===== src/rtl/mic_pkg.sv =====
package mic_pkg;

	// register indices inside the special-purpose data memory window
	localparam int NUM_REGS = 9;
	localparam logic [3:0] IDX_EDGE = 4'h0;
	localparam logic [3:0] IDX_CA   = 4'h1;
	localparam logic [3:0] IDX_CB   = 4'h2;
	localparam logic [3:0] IDX_CC   = 4'h3;
	localparam logic [3:0] IDX_CD   = 4'h4;
	localparam logic [3:0] IDX_GA   = 4'h5;

	// data memory addresses of the nine registers
	localparam logic [7:0] REG_ADDR [0:NUM_REGS-1] = '{
		8'h20, 8'h21, 8'h22, 8'h23, 8'h24, 8'h25, 8'h26, 8'h27, 8'h28};

	// implemented bits; everything else reads zero
	localparam logic [7:0] REG_MASK [0:NUM_REGS-1] = '{
		8'h3F, 8'h7F, 8'hFF, 8'hFF, 8'hFF, 8'h77, 8'h33, 8'h33, 8'h33};

	localparam logic [7:0] REG_RESET = 8'h00;

	// bit positions
	localparam int GLOBAL_EN_BIT = 0;
	localparam int OCA_FLAG_BIT  = 6;
	localparam int OVP_FLAG_BIT  = 5;
	localparam int OCB_FLAG_BIT  = 4;
	localparam int UVP_FLAG_BIT  = 4;
	localparam int PIN_FLAG_LSB  = 5;
	localparam int SHARED_F_LSB  = 4;
	localparam int ADC_FLAG_BIT  = 4;
	localparam int TB0_FLAG_BIT  = 5;
	localparam int TB1_FLAG_BIT  = 6;
	localparam int LVD_FLAG_BIT  = 7;
	localparam int TPM_FLAG_BIT  = 4;
	localparam int TCM_FLAG_BIT  = 5;
	localparam int EEP_FLAG_BIT  = 6;

	// edge field encoding
	localparam logic [1:0] EDGE_OFF  = 2'h0;
	localparam logic [1:0] EDGE_RISE = 2'h1;
	localparam logic [1:0] EDGE_FALL = 2'h2;
	localparam logic [1:0] EDGE_BOTH = 2'h3;

	// primary sources in priority order: register, flag bit, enable bit
	localparam int NUM_SRC = 15;
	localparam logic [3:0] SRC_REG [0:NUM_SRC-1] = '{
		4'h2, 4'h2, 4'h2, 4'h1, 4'h1, 4'h1, 4'h2,
		4'h3, 4'h3, 4'h3, 4'h3, 4'h4, 4'h4, 4'h4, 4'h4};
	localparam logic [2:0] SRC_FLAG [0:NUM_SRC-1] = '{
		3'h5, 3'h6, 3'h7, 3'h6, 3'h5, 3'h4, 3'h4,
		3'h4, 3'h5, 3'h6, 3'h7, 3'h5, 3'h6, 3'h4, 3'h7};
	localparam logic [2:0] SRC_EN [0:NUM_SRC-1] = '{
		3'h1, 3'h2, 3'h3, 3'h3, 3'h2, 3'h1, 3'h0,
		3'h0, 3'h1, 3'h2, 3'h3, 3'h1, 3'h2, 3'h0, 3'h3};

	// vector address = base + index * step
	localparam logic [11:0] VEC_BASE = 12'h004;
	localparam logic [11:0] VEC_STEP = 12'h004;

	// data memory access from the core
	typedef struct packed {
		logic       wr;
		logic       rd;
		logic [7:0] addr;
		logic [7:0] wdata;
	} mic_sfr_req_s;

	// single-cycle event pulses from internal sources
	typedef struct packed {
		logic       overcurrentA;
		logic       overcurrentB;
		logic       overvoltage;
		logic       undervoltage;
		logic       timebase0;
		logic       timebase1;
		logic       lowSupply;
		logic       conversionDone;
		logic       eepromDone;
		logic [3:0] timerPeriodMatch;
		logic [3:0] timerCompareMatch;
	} mic_evt_s;

endpackage : mic_pkg


===== src/rtl/mic_interrupt_control.sv =====
// Functional notes
// - three external pins each raise their own interrupt request
// - internal timer, protection, time base, detector, eeprom and adc requests accepted
// - four primary control registers hold flags, enables and global enable
// - four shared-group registers hold timer match and eeprom flags and enables
// - edge select register picks the trigger edge of each pin
// - every source owns an enable bit and a request flag
// - third pin field bits 5:4: off, rising, falling, both
// - second pin field bits 3:2: off, rising, falling, both
// - first pin field bits 1:0: off, rising, falling, both
// - control a bit 6 is overcurrent channel a request flag
// - control a bit 5 is overvoltage request flag
// - control a bit 4 is overcurrent channel b request flag
// - control a bit 3 enables overcurrent channel a
// - control a bit 2 enables overvoltage interrupt
// - control a bit 1 enables overcurrent channel b
// - a serviced request suspends the main program for the source
// - unimplemented bits always read zero
// - all registers are readable and writable in data memory
// - triggers set flags regardless of enable bits, except control c group flags, gated by member enables
// - only enabled pending requests branch to their vector
// - on entry the core stacks the counter and loads the vector
// - global enable cleared blocks every interrupt
module mic_interrupt_control (
	// clock and reset
	input  wire logic                 clk,
	input  wire logic                 rst,
	// data memory access
	input  wire mic_pkg::mic_sfr_req_s sfrReq,
	output logic      [7:0]           sfrRdata,
	// external interrupt pins
	input  wire logic [2:0]           extIrqPin,
	// internal event pulses
	input  wire mic_pkg::mic_evt_s    srcEvt,
	// core sequencer
	output logic                      irqRequest,
	output logic      [11:0]          irqVector,
	input  wire logic                 irqAck,
	input  wire logic                 irqReturn
);

	// decoded register index for an address, hit flag in bit 4
	function automatic logic [4:0] decodeAddr(input logic [7:0] a);
		logic [4:0] r;
		r = 5'h00;
		for (int i = 0; i < mic_pkg::NUM_REGS; i++) begin
			if (a == mic_pkg::REG_ADDR[i]) begin
				r = {1'b1, 4'(i)};
			end
		end
		return r;
	endfunction : decodeAddr

	// edge detection against the selected trigger edge
	function automatic logic edgeHit(input logic [1:0] mode, input logic prev, input logic cur);
		logic h;
		case (mode)
			mic_pkg::EDGE_RISE: h = ~prev & cur;
			mic_pkg::EDGE_FALL: h = prev & ~cur;
			mic_pkg::EDGE_BOTH: h = prev ^ cur;
			default:            h = 1'b0;
		endcase
		return h;
	endfunction : edgeHit

	logic [7:0]  regs_reg  [0:mic_pkg::NUM_REGS-1];
	logic [7:0]  regs_next [0:mic_pkg::NUM_REGS-1];
	logic [7:0]  setVec    [0:mic_pkg::NUM_REGS-1];
	logic [7:0]  clrVec    [0:mic_pkg::NUM_REGS-1];
	logic [2:0]  pinPrev_reg;
	logic [2:0]  pinHit;
	logic [3:0]  groupAny;
	logic [3:0]  srcIdx_reg;
	logic [3:0]  srcIdx_next;
	logic        irqRequest_reg;
	logic        irqRequest_next;
	logic [11:0] irqVector_reg;
	logic [11:0] irqVector_next;
	logic [7:0]  sfrRdata_reg;
	logic [7:0]  sfrRdata_next;
	logic [4:0]  wrDec;
	logic [4:0]  rdDec;
	logic [mic_pkg::NUM_SRC-1:0] pendNext;

	// per-pin edge detection; pins with field 00 never trigger
	generate
		for (genvar p = 0; p < 3; p++) begin : gPin
			assign pinHit[p] = edgeHit(regs_reg[mic_pkg::IDX_EDGE][2*p +: 2], pinPrev_reg[p], extIrqPin[p]);
		end
	endgenerate

	// shared group request: any member flag whose member enable is set
	generate
		for (genvar g = 0; g < 4; g++) begin : gGroup
			assign groupAny[g] = |(regs_reg[mic_pkg::IDX_GA + 4'(g)][6:4]
				& regs_reg[mic_pkg::IDX_GA + 4'(g)][2:0]);
		end
	endgenerate

	assign wrDec = decodeAddr(sfrReq.addr);
	assign rdDec = wrDec;

	// hardware set vectors; flags set whatever the enables say, except control c group flags, gated by member enables
	always_comb begin
		for (int r = 0; r < mic_pkg::NUM_REGS; r++) begin
			setVec[r] = 8'h00;
		end
		setVec[mic_pkg::IDX_CA][mic_pkg::OCA_FLAG_BIT] = srcEvt.overcurrentA;
		setVec[mic_pkg::IDX_CA][mic_pkg::OVP_FLAG_BIT] = srcEvt.overvoltage;
		setVec[mic_pkg::IDX_CA][mic_pkg::OCB_FLAG_BIT] = srcEvt.overcurrentB;
		setVec[mic_pkg::IDX_CB][mic_pkg::PIN_FLAG_LSB +: 3] = pinHit;
		setVec[mic_pkg::IDX_CB][mic_pkg::UVP_FLAG_BIT] = srcEvt.undervoltage;
		setVec[mic_pkg::IDX_CC][mic_pkg::SHARED_F_LSB +: 4] = groupAny;
		setVec[mic_pkg::IDX_CD][mic_pkg::ADC_FLAG_BIT] = srcEvt.conversionDone;
		setVec[mic_pkg::IDX_CD][mic_pkg::TB0_FLAG_BIT] = srcEvt.timebase0;
		setVec[mic_pkg::IDX_CD][mic_pkg::TB1_FLAG_BIT] = srcEvt.timebase1;
		setVec[mic_pkg::IDX_CD][mic_pkg::LVD_FLAG_BIT] = srcEvt.lowSupply;
		for (int g = 0; g < 4; g++) begin
			setVec[mic_pkg::IDX_GA + 4'(g)][mic_pkg::TPM_FLAG_BIT] = srcEvt.timerPeriodMatch[g];
			setVec[mic_pkg::IDX_GA + 4'(g)][mic_pkg::TCM_FLAG_BIT] = srcEvt.timerCompareMatch[g];
		end
		setVec[mic_pkg::IDX_GA][mic_pkg::EEP_FLAG_BIT] = srcEvt.eepromDone;
	end

	// flag of the serviced source clears on entry, as does the global enable
	always_comb begin
		for (int r = 0; r < mic_pkg::NUM_REGS; r++) begin
			clrVec[r] = 8'h00;
		end
		if (irqAck && irqRequest_reg) begin
			clrVec[mic_pkg::SRC_REG[srcIdx_reg]][mic_pkg::SRC_FLAG[srcIdx_reg]] = 1'b1;
			clrVec[mic_pkg::IDX_CA][mic_pkg::GLOBAL_EN_BIT] = 1'b1; // nesting blocked until return
		end
	end

	// register next state: write, then service clear, then hardware set
	always_comb begin
		for (int r = 0; r < mic_pkg::NUM_REGS; r++) begin
			regs_next[r] = regs_reg[r];
			if (sfrReq.wr && wrDec[4] && wrDec[3:0] == 4'(r)) begin
				regs_next[r] = sfrReq.wdata & mic_pkg::REG_MASK[r];
			end
			regs_next[r] = regs_next[r] & ~clrVec[r];
			// set after clear so an event in the clear cycle is kept
			regs_next[r] = (regs_next[r] | setVec[r]) & mic_pkg::REG_MASK[r];
		end
		if (irqReturn) begin
			regs_next[mic_pkg::IDX_CA][mic_pkg::GLOBAL_EN_BIT] = 1'b1;
		end
	end

	// pending and priority choice from next state keeps the output in step with flags
	always_comb begin
		pendNext = '0;
		srcIdx_next = 4'h0;
		for (int s = 0; s < mic_pkg::NUM_SRC; s++) begin
			pendNext[s] = regs_next[mic_pkg::SRC_REG[s]][mic_pkg::SRC_FLAG[s]]
				& regs_next[mic_pkg::SRC_REG[s]][mic_pkg::SRC_EN[s]];
		end
		for (int s = mic_pkg::NUM_SRC - 1; s >= 0; s--) begin
			if (pendNext[s]) begin
				srcIdx_next = 4'(s); // lowest index wins
			end
		end
		irqRequest_next = regs_next[mic_pkg::IDX_CA][mic_pkg::GLOBAL_EN_BIT] & (|pendNext);
		irqVector_next = mic_pkg::VEC_BASE + 12'(srcIdx_next * mic_pkg::VEC_STEP);
	end

	// read data, one cycle after the read strobe; unmapped reads zero
	always_comb begin
		sfrRdata_next = sfrRdata_reg;
		if (sfrReq.rd) begin
			sfrRdata_next = rdDec[4] ? regs_reg[rdDec[3:0]] : 8'h00;
		end
	end

	// state registers
	always_ff @(posedge clk or posedge rst) begin
		if (rst) begin
			for (int r = 0; r < mic_pkg::NUM_REGS; r++) begin
				regs_reg[r] <= mic_pkg::REG_RESET;
			end
			pinPrev_reg    <= 3'h0;
			srcIdx_reg     <= 4'h0;
			irqRequest_reg <= 1'b0;
			irqVector_reg  <= 12'h000;
			sfrRdata_reg   <= 8'h00;
		end else begin
			for (int r = 0; r < mic_pkg::NUM_REGS; r++) begin
				regs_reg[r] <= regs_next[r];
			end
			pinPrev_reg    <= extIrqPin;
			srcIdx_reg     <= srcIdx_next;
			irqRequest_reg <= irqRequest_next;
			irqVector_reg  <= irqVector_next;
			sfrRdata_reg   <= sfrRdata_next;
		end
	end

	assign irqRequest = irqRequest_reg;
	assign irqVector  = irqVector_reg;
	assign sfrRdata   = sfrRdata_reg;

endmodule : mic_interrupt_control


===== config.mk =====
export PLATFORM = sky130hd
export DESIGN_NAME = mic_interrupt_control
export DESIGN_NICKNAME = d
export VERILOG_FILES = /design/src/rtl/mic_pkg.sv /design/src/rtl/mic_interrupt_control.sv
export SDC_FILE = /design/constraint.sdc
export NUM_CORES = 1
export LEC_CHECK = 0
export CORE_ASPECT_RATIO = 0.6
export CORE_MARGIN = 1.5
export CORE_UTILIZATION = 55
export DETAILED_ROUTE_END_ITERATION = 8
export DONT_BUFFER_PORTS = 1
export GPL_TIMING_DRIVEN = 0
export PLACE_DENSITY = 0.73
export SETUP_SLACK_MARGIN = 0.4
export SLEW_MARGIN = 5
export SYNTH_ARGS = -nofsm -noshare
export SYNTH_HDL_FRONTEND = slang
export SYNTH_SLANG_ARGS = --single-unit

===== constraint.sdc =====
create_clock -name clk -period 3 [get_ports clk]
set_input_delay 0.6 -clock clk [delete_from_list [all_inputs] [get_ports clk]]
set_output_delay 0.6 -clock clk [all_outputs]
set_load 0.05 [all_outputs]

# Word-level counts from Yosys, hierarchy flattened
# Memory sizes are Yosys's and may differ from the RTL's.
# Cells that the tools add are included.
# W data, S select, Z words.
totals:
  ff_bits: 78
  latch_bits: 0
  ramBits: 0
  mem_bits_ro: 112
  input_bits: 42
  out_inout_bits: 21
  mem_count: 2
memory_table:
  columns: ["memory", "words", "width", "rd", "rd_clocked_by_memory_dff", "wr", "line", "text"]
  rows:
  - ["(name not given)", 16, 4, 1, 0, 0, "mic_interrupt_control.sv:131", "clrVec[mic_pkg::SRC_REG[srcIdx_reg]][mic_pkg::SRC_FLAG[srcIdx_reg]] = 1'b1;"]
  - ["(name not given)", 16, 3, 1, 0, 0, "mic_interrupt_control.sv:131", null]
op_classes:
  addsub: 1
  n_mul: 0
  div_mod_pow: 0
  n_lt_le_gt_ge: 6
  eq_ne: 26
  n_shift: 0
  n_mux: 50
  bitwise_logic: 64
  n_reduce_logical: 19
op_table:
  columns: ["op", "count"]
  rows:
  - ["$eq A8 B6 Y1 const B", 9]
  - ["$mux W70", 1]
  - ["$mux W4", 17]
  - ["$mux W8", 7]
  - ["$mux W5", 9]
  - ["$bmux W8 S4", 1]
  - ["$demux W8 S4", 1]
  - ["$and A6 B6 Y6", 4]
  - ["$and A8 B8 Y8", 3]
  - ["$mux W6", 4]
  - ["$not A6 Y6", 4]
  - ["$not A8 Y8", 3]
  - ["$or A8 B8 Y8", 3]
  - ["$and A1 B1 Y1", 22]
  - ["$or A6 B6 Y6", 3]
  - ["$eq A4 B3 Y1 const B", 4]
  - ["$ge A5 B5 Y1 const B", 3]
  - ["$not A4 Y5", 3]
  - ["$reduce_or A15 Y1", 1]
  - ["$and A7 B7 Y7", 2]
  - ["$mux W7", 2]
  - ["$not A7 Y7", 2]
  - ["$or A7 B7 Y7", 2]
  - ["$logic_and A1 B1 Y1", 13]
  - ["other kinds (19)", 43]

# Longest topological paths before layout
logic_depth:
  depth_word: 32
  depth_mapped: 13
  ltp_nobuf: 13

# Worst setup path after synthesis
# No wires, ideal clock.
synth_timing:
  path_kind: "input port to flip-flop"
  startpoint: "input sfrReq[12] in the netlist's numbering"
  endpoint: "register irqVector_reg[4], in the netlist irqVector[4]"
  setup_ps: 122
  arrival_ps: 3316
  setup_slack_ps: -438
  stages: 12
  path_buffers: 1
  cell_sequence: "or4b_4 -> or4_4 -> buf_6 -> mux2_4 -> o221a_4 -> or2_0 -> a311oi_1 -> a211o_1 -> a21oi_1 -> ha_1 -> inv_1 -> xnor2_1"
synth_rtl:
  columns: ["element", "line", "text"]
  rows:
  - ["start, declared", "mic_interrupt_control.sv:29", "input wire mic_pkg::mic_sfr_req_s sfrReq,"]
  - ["$eq A8 B6 Y1", "mic_interrupt_control.sv:47", "if (a == mic_pkg::REG_ADDR[i]) begin"]
  - ["$mux W5 (8 in series)", "mic_interrupt_control.sv:47", null]
  - ["$mux W5 *", "mic_interrupt_control.sv:47", null]
  - ["parallel branches: the longest is 19 deep, another holds $mux W8", null, null]
  - ["$mux W4 *", "mic_interrupt_control.sv:161", "if (pendNext[s]) begin"]
  - ["net srcIdx_next[0]", "mic_interrupt_control.sv:74", "logic [3:0] srcIdx_next;"]
  - ["$add A3 B6 Y7 *", "mic_interrupt_control.sv:166", "irqVector_next = mic_pkg::VEC_BASE + 12'(srcIdx_next * mic_pkg::VEC_STEP);"]
  - ["net irqVector_next[4]", "mic_interrupt_control.sv:78", "logic [11:0] irqVector_next;"]
  - ["end signal, assigned", "mic_interrupt_control.sv:195", "irqVector_reg <= irqVector_next;"]
  - ["end, declared", "mic_interrupt_control.sv:77", "logic [11:0] irqVector_reg;"]
# Mark *: on every way through the listed nets, which the timed path passes.
# A chain may end at the register's enable or synchronous reset.

# Final worst setup path
# Ends and elaborated chain as after synthesis.

==> summary.md <==
| Metric | Value |
|---|---|
| RSZ-0062 raised after global routing | `yes` |
| Arr. time, crit path | `3.55 ns` |
| DRC errors left | `0` |
| Final Hold Fails | `0` |
| Synth warn | `0` |
| Max Slew Vio Count | `0` |
| Setup TNS | `-1.01 ns` |
| Post-synth top flop | `dfrtp_1` |
| Nets | `525` |
| Post-synthesis cell type count | `74` |
| Largest delay share family, worst path | `simple AND/OR/NAND/NOR gates` |
| Root buffer cell | `clkbuf_16` |
| Stages on worst setup path | `12` |
| Largest net degree at the start of global routing | `54` |
| Clock H-tree levels | `3` |
| CTS tree | `built` |
| Deepest clock path buffer count | `2` |
| Buffers on Ports | `0` |
| Crit path launch type | `primary input` |
| Worst setup margin | `-0.284 ns` |
| Vias per Instance | `6.54` |
| Seq cells post-synth | `76` |
| CTS clk-pin slew, worst paths | `0.05 ns` |
| CP required | `3.26 ns` |
| GRT Util Overall | `31.9%` |
| Post-synth ARST share | `100%` |
| Max Cap Viol | `0` |
| Site row count | `25` |
| Die height | `73.0 um` |
| Clock skew | `0.00526 ns` |
| I/O Pins | `63` |
| Drt total wl | `13400 um` |
| Fin area | `5450 um2` |
| Worst-case headroom to the max-slew limit | `36.3%` |
| Full die area | `8730 um2` |
| Area after DPL | `4700 um2` |
| Ratio of cells with drive above 1 in the final layout | `33.1%` |
| Routed Antenna Nets | `0` |
| Buf/Inv on CP | `2` |
| Critical-path cell list | `or4b_4 > or4_4 > buf_8 > mux2_4 > o221a_4 > or2_1 > a311oi_2 > a211o_1 > a21oi_2 > ha_2 > inv_4 > xnor2_2` |
| First drt pass iteration count | `5` |
| Detail Placement HPWL | `9360 um` |
| Total gr overflow | `0` |
| DR iter-0 viols | `336` |
| Syn Inst Count | `427` |
| Clock Sink Count | `76` |
| Final worst-path cycle share | `109%` |
| Clock Latency Late Sink | `0.34 ns` |
| Wirelength per Cell | `23.1 um` |
| Vias | `3792` |
| Syn avg cell area | `10.5 um2` |
| Worst reg2reg setup slack | `-0.17 ns` |
| Post-Synthesis Cell Area | `4490 um2` |
| Routability cong. | `0.945` |
| Crit Path Class | `in2reg` |
| Max reg flops | `55` |
| Run status | `finished with violations` |
| Crit-path max cell delay | `0.53 ns` |
| Crit path max fanout | `5` |
| Fmax | `0.305 GHz` |
| Power per cell area | `624 nW/um2` |
| Setup-failing EPs final | `5` |
| P&R area growth vs syn | `21.5%` |
| Worst Setup End Kind | `flip-flop` |
| Pleak | `2.40 nW` |
| Path depth of the worst reg2reg path | `13` |
| Critical R2R Launch | `srcIdx_reg[0]` |
| Initial antenna violation count | `0` |
| Reg2reg end | `irqVector[4]` |
| Inserted Clock Buffers | `9` |
| Most frequent cells in the layout | `dfrtp_1, mux2_2, buf_4` |
| Crit path time final | `3.28 ns` |
| N_diodes | `0` |
| Die Wd | `120 um` |
| Initial core utilization | `56.9%` |
| VDD IR max | `0.384 mV` |
| Post-synthesis sequential area ratio | `42.4%` |
| CP max stage cell | `or4b_4` |
| Commonest non-fill, non-tap cell in the layout | `dfrtp_1` |
| Violated checks | `setup timing` |
| Vias in the first global route | `3672` |
| Global-route wire length before repair | `20200 um` |
| HP Class | `in2async` |
| Worst Tran Pin Value | `0.948 ns` |
| Core Footprint | `7880 um2` |
| EDFF count, synth | `0` |
==> per-layer routing <==
layer | global-route usage [%] | part of all wire (%)
met1 | 43.3 | 43
met2 | 47.1 | 43
met3 | 12.6 | 11
met4 | 10.2 | 2.2
met5 | 0 | 0
==> synthesized netlist by cell type (all sizes together), types with 2 or more instances <==
cell type,number,area [um2]
a2111oi,2,17.5
a211o,12,105
a211oi,4,30.0
a21o,7,52.6
a21oi,22,110
a22oi,4,30.0
a311oi,2,17.5
a31oi,4,25.0
and3,3,18.8
and3b,2,17.5
and4b,3,30.0
buf,13,92.6
clkbuf,10,37.5
dfrtp,76,1900
ha,11,138
inv,26,97.6
mux2,40,458
mux2i,23,230
mux4,4,90.1
nand2,27,101
nand2b,6,37.5
nand3,4,20.0
nand4,4,25.0
nand4b,2,17.5
nor2,33,124
nor2b,12,75.1
nor3,4,25.0
nor3b,2,15.0
nor4,2,12.5
nor4b,2,23.8
o211ai,6,45.0
o21ai,7,35.0
o21bai,2,26.3
o221a,4,53.8
o221ai,3,26.3
o22a,2,18.8
o22ai,5,31.3
o311ai,3,26.3
o31a,4,35.0
or2,4,25.0
or3,2,13.8
==> how the worst max path moves through the flow <==
stage / startpoint / end / slack, ns
after global routing: sfrReq[12] / irqVector[4] / -0.33
after CTS: sfrReq[12] / irqVector[4] / -0.29
after floorplan: sfrReq[14] / irqVector[4] / -0.37
final: sfrReq[12] / irqVector[4] / -0.28
after detailed placement: srcIdx_reg[1] / irqVector[6] / -0.84
after global placement: srcIdx_reg[1] / irqVector[6] / -0.82
==> final cells by class <==
type                            count  area [um2]
Buffer                             23         141
Clock buffer                       11         253
Fill cell                         580        2430
Inverter                           26         103
Multi-Input combinational cell    308        2670
Sequential cell                    76        1910
Tap cell                          108         135
Timing Repair Buffer               28         241
==> stage by stage <==
| step | hold slack, ns | total power [mW] | util (%) | instances | setup slack [ns] |
|---|---|---|---|---|---|
| 6_report | 0.0969 | 3.40 | 69.2 | 580 | -0.284 |
| 5_1_grt | 0.122 | 3.54 | 69.2 | 580 | -0.329 |
| 4_1_cts | 0.105 | 3.28 | 66.7 | 570 | -0.287 |
| 3_5_place_dp | 0.464 | 2.08 | 59.6 | 542 | -0.840 |
| 3_3_place_gp | 0.504 | 2.04 | 59.2 | 541 | -0.821 |
| 2_1_floorplan | 0.483 | 1.88 | - | 433 | -0.372 |
==> where the power goes <==
group          switching [mW]  internal (mW)  total [mW]  leakage (nW)
clock network           0.387          0.581       0.968         0.125
registers               0.216           1.14        1.36         0.908
logic                   0.610          0.464        1.07          1.36
==> cells by family (layout without fill, tap and decap cells) <==
kind of cell	count (synthesis)	count (layout)	synth area share [%]
buf+inv	49	88	5.08
xor+xnor	1	1	0.195
flops	76	76	42.4
mux	67	67	17.3
other cells	1	7	0.0836
fa+ha+maj	11	11	3.07
compound gates	103	103	17.4
simple gates	119	119	14.5
==> repair_timing <==
item / CTS / global route
resized for setup: 39 / 25
setup buffers: 17 / 10
cloned: 0 / 0
endpoints found under the setup margin: 14 / 13
pin swaps: 19 / 12
hold buffers: 0 / 0
Power figures use the tool's default switching activity.
